**src/hw/rrs_params.svh**
```systemverilog
`ifndef RRS_PARAMS_SVH
`define RRS_PARAMS_SVH
`define RRS_OP_RET 8'h0_0C5
`define RRS_OP_ROT 8'h0_088
`define RRS_OP_SUB4 8'h0_03C
`define RRS_OP_PFX 8'h0_0DC
`define RRS_OP2_EA_RR 5'h1_9
`define RRS_OP2_RR_EA 5'h1_8
`define RRS_ADS_HI 4'h0_A
`define RRS_SLOT_CALL 2'h1
`define RRS_SLOT_JUMP 2'h0
`define RRS_SP_POP 8'h0_006
`define RRS_RET_CYC 2'h2
`endif

```
**src/hw/rrs_pkg.sv**
```systemverilog
package rrs_pkg;
    typedef enum logic [2:0] {
        ST_FETCH,
        ST_SECOND,
        ST_RET_A,
        ST_RET_B,
        ST_REF
    } rrs_state_t;
    typedef enum logic [1:0] {
        REF_EXEC,
        REF_JUMP,
        REF_CALL
    } rrs_ref_kind_t;
endpackage

```
**src/hw/rrs_exec.sv**
```systemverilog
`timescale 1ns/1ps
`default_nettype none
`include "rrs_params.svh"
// executes reference, return, rotate and subtract-with-borrow
module rrs_exec (
    input wire logic core_clk,
    input wire logic arst_n,
    input wire logic op_valid,
    input wire logic [7:0] op_byte,
    input wire logic [7:0] slot_byte,
    input wire logic [3:0] mem_nibble,
    input wire logic [3:0] stack_nibble,
    input wire logic [3:0] ea_init_unused,
    output logic op_ready,
    output logic [7:0] slot_addr,
    output logic [7:0] stack_addr,
    output logic [13:0] pc,
    output logic [7:0] sp,
    output logic [7:0] ea,
    output logic carry,
    output logic mem_bank_en,
    output logic reg_bank_en,
    output logic skip_next,
    output logic [1:0] ref_kind,
    output logic ref_exec
);
    logic rst_s1_q;
    logic rst_q;
    always_ff @(posedge core_clk or negedge arst_n) begin
        if (!arst_n) begin
            rst_s1_q <= 1'b0;
            rst_q <= 1'b0;
        end else begin
            rst_s1_q <= 1'b1;
            rst_q <= rst_s1_q;
        end
    end

    typedef struct packed {
        rrs_pkg::rrs_state_t st;
        logic [1:0] cyc;
        logic [13:0] pc;
        logic [7:0] sp;
        logic [7:0] ea;
        logic c;
        logic memory_bank_enable_flag;
        logic register_bank_enable_flag;
        logic sub4_prev;
        logic borrow_prev;
        logic skip;
        logic rdy;
        logic [7:0] slot;
        logic [7:0] saddr;
        logic [1:0] kind;
        logic rexec;
        logic [1:0] psel;
        logic dir_to_pair;
    } rrs_s_t;

    rrs_s_t s_q;
    rrs_s_t s_d;
    logic [7:0] pair_rd;
    logic pair_we;
    logic [7:0] pair_wd;

    rrs_pair_file u_pairs (
        .core_clk(core_clk),
        .rst_n(rst_q),
        .rd_sel(s_d.psel),
        .rd_data(pair_rd),
        .wr_en(pair_we),
        .wr_sel(s_q.psel),
        .wr_data(pair_wd)
    );

    function automatic logic [4:0] sub4(input logic [3:0] a, input logic [3:0] b,
                                        input logic ci);
        logic [4:0] r;
        r = {1'b0, a} - {1'b0, b} - {4'h0, ci};
        return r;
    endfunction

    // bit 8 of the result is the borrow out of the msb
    function automatic logic [8:0] sub8(input logic [7:0] a, input logic [7:0] b,
                                        input logic ci);
        logic [8:0] r;
        r = {1'b0, a} - {1'b0, b} - {8'h00, ci};
        return r;
    endfunction

    // second byte of the 8-bit forms; a set bit 0 is not one of them
    function automatic logic pair_form_ok(input logic [7:0] b);
        logic ok;
        ok = (b[7:3] == `RRS_OP2_EA_RR || b[7:3] == `RRS_OP2_RR_EA) && !b[0];
        return ok;
    endfunction

    // table reference opcodes occupy 20h..3fh
    function automatic logic is_ref_op(input logic [7:0] b);
        logic hit;
        hit = b[7:6] == 2'h0 && b[5];
        return hit;
    endfunction

    function automatic logic [1:0] slot_kind(input logic [7:0] first);
        logic [1:0] k;
        if (first[7:6] == `RRS_SLOT_CALL) begin
            k = rrs_pkg::REF_CALL;
        end else if (first[7:6] == `RRS_SLOT_JUMP) begin
            k = rrs_pkg::REF_JUMP;
        end else begin
            k = rrs_pkg::REF_EXEC;
        end
        return k;
    endfunction

    logic [4:0] nib_res;
    logic [8:0] byte_res;

    always_comb begin
        s_d = s_q;
        pair_we = 1'b0;
        pair_wd = 8'h0_000;
        nib_res = sub4(s_q.ea[3:0], mem_nibble, s_q.c);
        byte_res = 9'h0_000;
        s_d.skip = 1'b0;
        unique case (s_q.st)
            rrs_pkg::ST_FETCH: begin
                s_d.rdy = 1'b1;
                if (op_valid && s_q.rdy) begin
                    s_d.sub4_prev = 1'b0;
                    if (op_byte == `RRS_OP_SUB4) begin
                        s_d.ea[3:0] = nib_res[3:0];
                        s_d.c = nib_res[4];
                        s_d.sub4_prev = 1'b1;
                        s_d.borrow_prev = nib_res[4];
                        s_d.pc = s_q.pc + 14'h0_001;
                    end else if (op_byte == `RRS_OP_ROT) begin
                        s_d.ea[3:0] = {s_q.c, s_q.ea[3:1]};
                        s_d.c = s_q.ea[0];
                        s_d.pc = s_q.pc + 14'h0_001;
                    end else if (op_byte == `RRS_OP_RET) begin
                        s_d.st = rrs_pkg::ST_RET_A;
                        s_d.cyc = 2'h0;
                        s_d.saddr = s_q.sp;
                        s_d.rdy = 1'b0;
                    end else if (op_byte == `RRS_OP_PFX) begin
                        s_d.st = rrs_pkg::ST_SECOND;
                        s_d.pc = s_q.pc + 14'h0_001;
                        s_d.rdy = 1'b0;
                    end else if (is_ref_op(op_byte)) begin
                        // slot pairs are even, so low nibble bit 3 has no room
                        s_d.slot = {op_byte[7:4], op_byte[2:0], 1'b0};
                        s_d.st = rrs_pkg::ST_REF;
                        s_d.rdy = 1'b0;
                    end else begin
                        // add-immediate right after nibble subtract
                        if (s_q.sub4_prev && op_byte[7:4] == `RRS_ADS_HI) begin
                            s_d.skip = 1'b0;
                            s_d.pc = s_q.pc + (s_q.borrow_prev ? 14'h0_001 : 14'h0_002);
                        end else begin
                            s_d.pc = s_q.pc + 14'h0_001;
                        end
                    end
                end
            end
            rrs_pkg::ST_SECOND: begin
                s_d.rdy = 1'b1;
                if (op_valid && s_q.rdy) begin
                    s_d.psel = op_byte[2:1];
                    s_d.dir_to_pair = (op_byte[7:3] == `RRS_OP2_RR_EA);
                    s_d.st = rrs_pkg::ST_RET_B;
                    s_d.cyc = 2'h3;
                    s_d.rdy = 1'b0;
                    s_d.pc = s_q.pc + 14'h0_001;
                    // unknown second byte retires the prefix as a no-op
                    if (!pair_form_ok(op_byte)) begin
                        s_d.st = rrs_pkg::ST_FETCH;
                        s_d.rdy = 1'b1;
                    end
                end
            end
            rrs_pkg::ST_RET_A: begin
                // one stack nibble per step, frame order fixed
                s_d.cyc = s_q.cyc + 2'h1;
                s_d.saddr = s_q.saddr + 8'h0_001;
                unique case (s_q.cyc)
                    2'h0: s_d.pc[11:8] = stack_nibble;
                    2'h1: s_d.pc[13:12] = stack_nibble[1:0];
                    2'h2: s_d.pc[3:0] = stack_nibble;
                    2'h3: begin
                        s_d.pc[7:4] = stack_nibble;
                        s_d.st = rrs_pkg::ST_RET_B;
                        s_d.cyc = 2'h0;
                    end
                endcase
            end
            rrs_pkg::ST_RET_B: begin
                if (s_q.cyc == 2'h3) begin
                    // 8-bit subtract, second cycle
                    if (s_q.dir_to_pair) begin
                        byte_res = sub8(pair_rd, s_q.ea, s_q.c);
                        pair_we = 1'b1;
                        pair_wd = byte_res[7:0];
                    end else begin
                        byte_res = sub8(s_q.ea, pair_rd, s_q.c);
                        s_d.ea = byte_res[7:0];
                    end
                    s_d.c = byte_res[8];
                    s_d.sub4_prev = 1'b0;
                    s_d.st = rrs_pkg::ST_FETCH;
                    s_d.rdy = 1'b1;
                end else begin
                    s_d.memory_bank_enable_flag = stack_nibble[1];
                    s_d.register_bank_enable_flag = stack_nibble[0];
                    s_d.sp = s_q.sp + `RRS_SP_POP;
                    s_d.sub4_prev = 1'b0;
                    s_d.st = rrs_pkg::ST_FETCH;
                    s_d.rdy = 1'b1;
                end
            end
            rrs_pkg::ST_REF: begin
                s_d.kind = slot_kind(slot_byte);
                s_d.rexec = 1'b1;
                s_d.pc = s_q.pc + 14'h0_001;
                s_d.st = rrs_pkg::ST_FETCH;
                s_d.rdy = 1'b1;
            end
            default: begin
                s_d.st = rrs_pkg::ST_FETCH;
            end
        endcase
        if (s_q.st != rrs_pkg::ST_REF) begin
            s_d.rexec = 1'b0;
        end
    end

    always_ff @(posedge core_clk or negedge rst_q) begin
        if (!rst_q) begin
            s_q <= '0;
        end else begin
            s_q <= s_d;
        end
    end

    always_comb begin
        op_ready = s_q.rdy;
        slot_addr = s_q.slot;
        stack_addr = s_q.saddr;
        pc = s_q.pc;
        sp = s_q.sp;
        ea = s_q.ea;
        carry = s_q.c;
        mem_bank_en = s_q.memory_bank_enable_flag;
        reg_bank_en = s_q.register_bank_enable_flag;
        skip_next = s_q.skip;
        ref_kind = s_q.kind;
        ref_exec = s_q.rexec;
    end
endmodule
`default_nettype wire

```
**src/hw/rrs_pair_file.sv**
```systemverilog
`timescale 1ns/1ps
`default_nettype none
// four 8-bit register pairs, registered read port
module rrs_pair_file (
    input wire logic core_clk,
    input wire logic rst_n,
    input wire logic [1:0] rd_sel,
    output logic [7:0] rd_data,
    input wire logic wr_en,
    input wire logic [1:0] wr_sel,
    input wire logic [7:0] wr_data
);
    logic [7:0] mem_q [4];
    always_ff @(posedge core_clk or negedge rst_n) begin
        if (!rst_n) begin
            for (int i = 0; i < 4; i++) begin
                mem_q[i] <= 8'h0_000;
            end
            rd_data <= 8'h0_000;
        end else begin
            if (wr_en) begin
                mem_q[wr_sel] <= wr_data;
            end
            rd_data <= (wr_en && wr_sel == rd_sel) ? wr_data : mem_q[rd_sel];
        end
    end
endmodule
`default_nettype wire

```
**config.mk**
```make
export PLATFORM = sky130hd
export DESIGN_NAME = rrs_exec
export DESIGN_NICKNAME = d
export VERILOG_FILES = /design/src/hw/rrs_pkg.sv /design/src/hw/rrs_exec.sv /design/src/hw/rrs_pair_file.sv
export VERILOG_INCLUDE_DIRS = /design/src /design/src/hw
export SDC_FILE = /design/constraint.sdc
export NUM_CORES = 1
export LEC_CHECK = 0
export BUFFER_PORTS_ARGS = -buffer_cell sky130_fd_sc_hd__clkbuf_2
export CORE_ASPECT_RATIO = 1.2
export CORE_MARGIN = 2
export CORE_UTILIZATION = 25
export DETAILED_ROUTE_END_ITERATION = 12
export PLACE_DENSITY = 0.52
export SLEW_MARGIN = 40
export SYNTH_ARGS = -nofsm -noshare
export SYNTH_HDL_FRONTEND = slang
export SYNTH_SLANG_ARGS = --single-unit
```
**constraint.sdc**
```tcl
create_clock -name core_clk -period 4.55 [get_ports core_clk]
set_clock_uncertainty 0.2 [all_clocks]
set_input_delay 0.6825 -clock core_clk [delete_from_list [all_inputs] [get_ports core_clk]]
set_output_delay 0.6825 -clock core_clk [all_outputs]
set_load 0.01 [all_outputs]
```
==> summary.md <==
| Metric | Value |
|---|---|
| Async SR Flop Fraction | 1.00 |
| Sequential-to-total area share from yosys stat | 0.373 |
| H-Tree Level Count | 3 |
| Post-Route WL | 17800 um |
| Pwr dens | 334 mW/mm^2 |
| Port Buffers | 71 |
| Worst r2r dst | u_pairs.rd_data[0] |
| Final-report setup violation count | 0 |
| Slew HR | 0.409 |
| Top_reg_cell synth | dfrtp_1 |
| Ant diodes | 0 |
| Routed vias/inst | 4.76 |
| Internal power | 0.00165 W |
| Antenna-violating nets left | 0 |
| DIE HEIGHT | 186 um |
| M1 WL | 7700 um |
| Worst-Margin Slew | 0.887 ns |
| Unrepaired setup endpoints after global routing | false |
| Share of layout cells above drive strength 1 | 0.150 |
| Status | finished, final reports clean |
| GP Congestion | 0.809 |
| EDFF count, synth | 0 |
| VDD IR max | 0.194 mV |
| WL met3 | 571 um |
| WL/cell | 15.9 um |
| Type of origin of the critical path | flip-flop |
| Final hold violations | 0 |
| CP Capture Type | flip-flop |
| HPWL Detailed | 13400 um |
| Synth warnings | 0 |
| Hold WC Path Type | reg2async |
| Largest net degree at the start of global routing | 41 |
| Synth cell types | 65 |
| Vias in the first global route | 5198 |
| Global-route wire length before repair | 28400 um |
| Critical Path Fanout Max | 16 |
| # DRC | 0 |
| Worst EP arrival | 3.10 ns |
| Grt total ovfl | 0 |
| Initial antenna violation count | 1 |
| Worst reg2reg path depth | 6 |
| Fillers | 2908 |
| Row Count | 66 |
| Final worst slack | 1.48 ns |
| Leak pwr | 3.38 nW |
| Final Cycle Share | 0.676 |
| Core area | 0.0272 mm^2 |
| Top sig layer | met5 |
| Clk buf depth | 2 |
| Sw frac | 0.344 |
| Worst r2r src | s_q[62] |
| Post-CTS Setup Bufs | 0 |
| CTS tree | done |
| Max-cap violation count | 0 |
| Period minus WS final | 3.07 ns |
| Sum Neg Setup Slack | 0 ns |
| Total global-route track usage | 0.125 |
| Max-slew violation count | 0 |
| Seq pwr share | 0.460 |
| Critical path class | reg2reg |
| Detailed Routing Iterations Pass 1 | 4 |
| Post-synthesis area per instance | 9.11 um^2 |
| CTS root buf | clkbuf_16 |
| IO Count | 85 |
| Vias | 5312 |
| Cell Area, Synth | 0.00691 mm^2 |
| Worst EP required | 4.57 ns |
| Met2 WL post-DR | 9190 um |
| Placed Cells | 1098 |
| R2R Setup Slk | 1.48 ns |
| Initial DRC Count | 241 |
| # clock sinks | 103 |
| Net switching power figure | 0.000864 W |
| Nets@finish | 849 |
| Clk Latency, worst-skew pair | 0.36 ns |
| Synth Register Bits | 103 |
| Layout area overhead | 8.82% |
| Place WS | 1.35 ns |
| Die ar. | 0.0290 mm^2 |
| Gate power share | 0.233 |
| Cells after synthesis | 759 |
| Total CTS buffers | 9 |
| Final non-filler cell total | 1115 |
| Starting Density | 0.254 |
| Max frequency | 325 MHz |
| Clk pwr share | 0.307 |
| Die width | 156 um |
| CTS clk-pin slew, worst paths | 0.08 ns |
-- synth_stat cells (3+ instances only) --
| library cell | number | area (um^2) |
|---|---|---|
| xnor2_1 | 18 | 158 |
| mux2_2 | 14 | 158 |
| nor2_1 | 33 | 124 |
| o21ai_0 | 76 | 380 |
| buf_4 | 50 | 375 |
| ha_1 | 41 | 513 |
| a31oi_1 | 6 | 37.5 |
| a22o_1 | 6 | 52.6 |
| buf_2 | 6 | 30.0 |
| xor2_1 | 16 | 140 |
| nor4b_1 | 3 | 26.3 |
| nand2_1 | 85 | 319 |
| nor4_1 | 6 | 37.5 |
| and2_1 | 4 | 25.0 |
| mux2i_1 | 9 | 90.1 |
| nor3b_1 | 5 | 37.5 |
| or3_1 | 4 | 25.0 |
| o2bb2ai_1 | 3 | 26.3 |
| o31a_1 | 5 | 43.8 |
| and3_1 | 12 | 75.1 |
| inv_1 | 51 | 191 |
| nor3_1 | 18 | 90.1 |
| a311oi_1 | 3 | 26.3 |
| a21o_1 | 8 | 60.1 |
| nand3b_1 | 9 | 67.6 |
| nand2b_1 | 10 | 62.6 |
| o21ai_1 | 4 | 20.0 |
| fa_1 | 7 | 140 |
| a211oi_1 | 5 | 37.5 |
| o211ai_1 | 15 | 113 |
| dfrtp_1 | 103 | 2580 |
| a21oi_1 | 29 | 145 |
| mux4_2 | 3 | 67.6 |
| clkbuf_1 | 20 | 75.1 |
| nand3_1 | 27 | 135 |
-- registers in the layout, indices dropped and copies added, names as in the netlist, 2 cells and up --
signal,cells
ea,8
slot_addr,7
ref_kind,2
u_pairs.rd_data,8
pc,14
stack_addr,8
sp,7
s_q,10
u_pairs.mem_q,32
-- final cells by class --
cell class | instances | area (um^2) | area share
Clock buffer | 10 | 229 | 0.0304
Clock inverter | 6 | 51.3 | 0.00682
Inverter | 51 | 191 | 0.0255
Multi-Input combinational cell | 528 | 3630 | 0.482
Sequential cell | 103 | 2580 | 0.343
Tap cell | 340 | 425 | 0.0566
Timing Repair Buffer | 77 | 415 | 0.0552
-- how the worst max path moves through the flow --
stage | from | end | slack (ns) | depth (start not counted)
after global routing | carry | u_pairs.mem_q[23] | 1.20 | 10
final | s_q[62] | u_pairs.rd_data[0] | 1.48 | 6
after CTS | carry | u_pairs.mem_q[23] | 1.43 | 10
after detailed placement | op_valid | u_pairs.rd_data[0] | 1.35 | 7
after global placement | op_valid | u_pairs.rd_data[0] | 1.36 | 7
after floorplan | rst_q | carry | 1.27 | 0
-- cells in the final DEF, fill, tap and decap left out, drive strengths merged, types with 18 or more instances in the layout --
cell,synthesis,routed
a21oi,30,30
clkbuf,20,81
dfrtp,103,103
ha,41,41
inv,51,54
nand2,86,86
nand3,27,27
nor2,33,33
nor3,18,18
o21ai,80,80
xnor2,18,18
-- worst max-delay path, cell delays in order, from the launching register on --
cell and delay [ns]:
dfrtp_1 0.57, nand2b_1 0.31, or3_1 0.46, mux2i_4 0.61, mux4_1 0.63, nand2_1 0.09, o21ai_1 0.08
-- metal layers --
layer	global-route usage	up-vias
met2	0.231	72
met4	0.0327	2
met5	0	-
met3	0.0241	17
met1	0.149	2589
li1	-	2632
-- per-stage QoR --
stage,utilization,hold WS [ns],power [W],area [um^2]
floorplan,-,0.131,0.00165,6920
global placement,0.265,0.139,0.00176,7210
detailed placement,0.266,0.136,0.00177,7230
CTS,0.277,0.142,0.00255,7520
global route,0.277,0.172,0.00267,7520
finish,0.277,0.108,0.00251,7520
-- power by group through the flow --
| stage | clock network [W] | registers (W) | logic (W) |
|---|---|---|---|
| 2_1_floorplan | 0 | 0.00112 | 0.000525 |
| 3_3_place_gp | 0 | 0.00118 | 0.000575 |
| 3_5_place_dp | 0 | 0.00118 | 0.000592 |
| 4_1_cts | 0.000800 | 0.00116 | 0.000595 |
| 5_1_grt | 0.000831 | 0.00118 | 0.000660 |
| 6_report | 0.000770 | 0.00116 | 0.000584 |
-- logic make-up after synthesis --
group / count (synthesis) / share of synthesized area
simple gates: 227 / 0.160
compound gates: 186 / 0.169
buf+inv: 130 / 0.103
flops: 103 / 0.373
fa+ha+maj: 48 / 0.0945
xor+xnor: 34 / 0.0431
mux: 29 / 0.0565
other cells: 2 / 0.00109
-- repair_timing --
| action | CTS | global route |
|---|---|---|
| endpoints found under the hold margin | 2 | 0 |
| setup endpoints to repair | 0 | 0 |
| hold buffers | 1 | 0 |
| gates resized for setup | 0 | 0 |
Note: power is estimated with default switching activity, not from simulation.
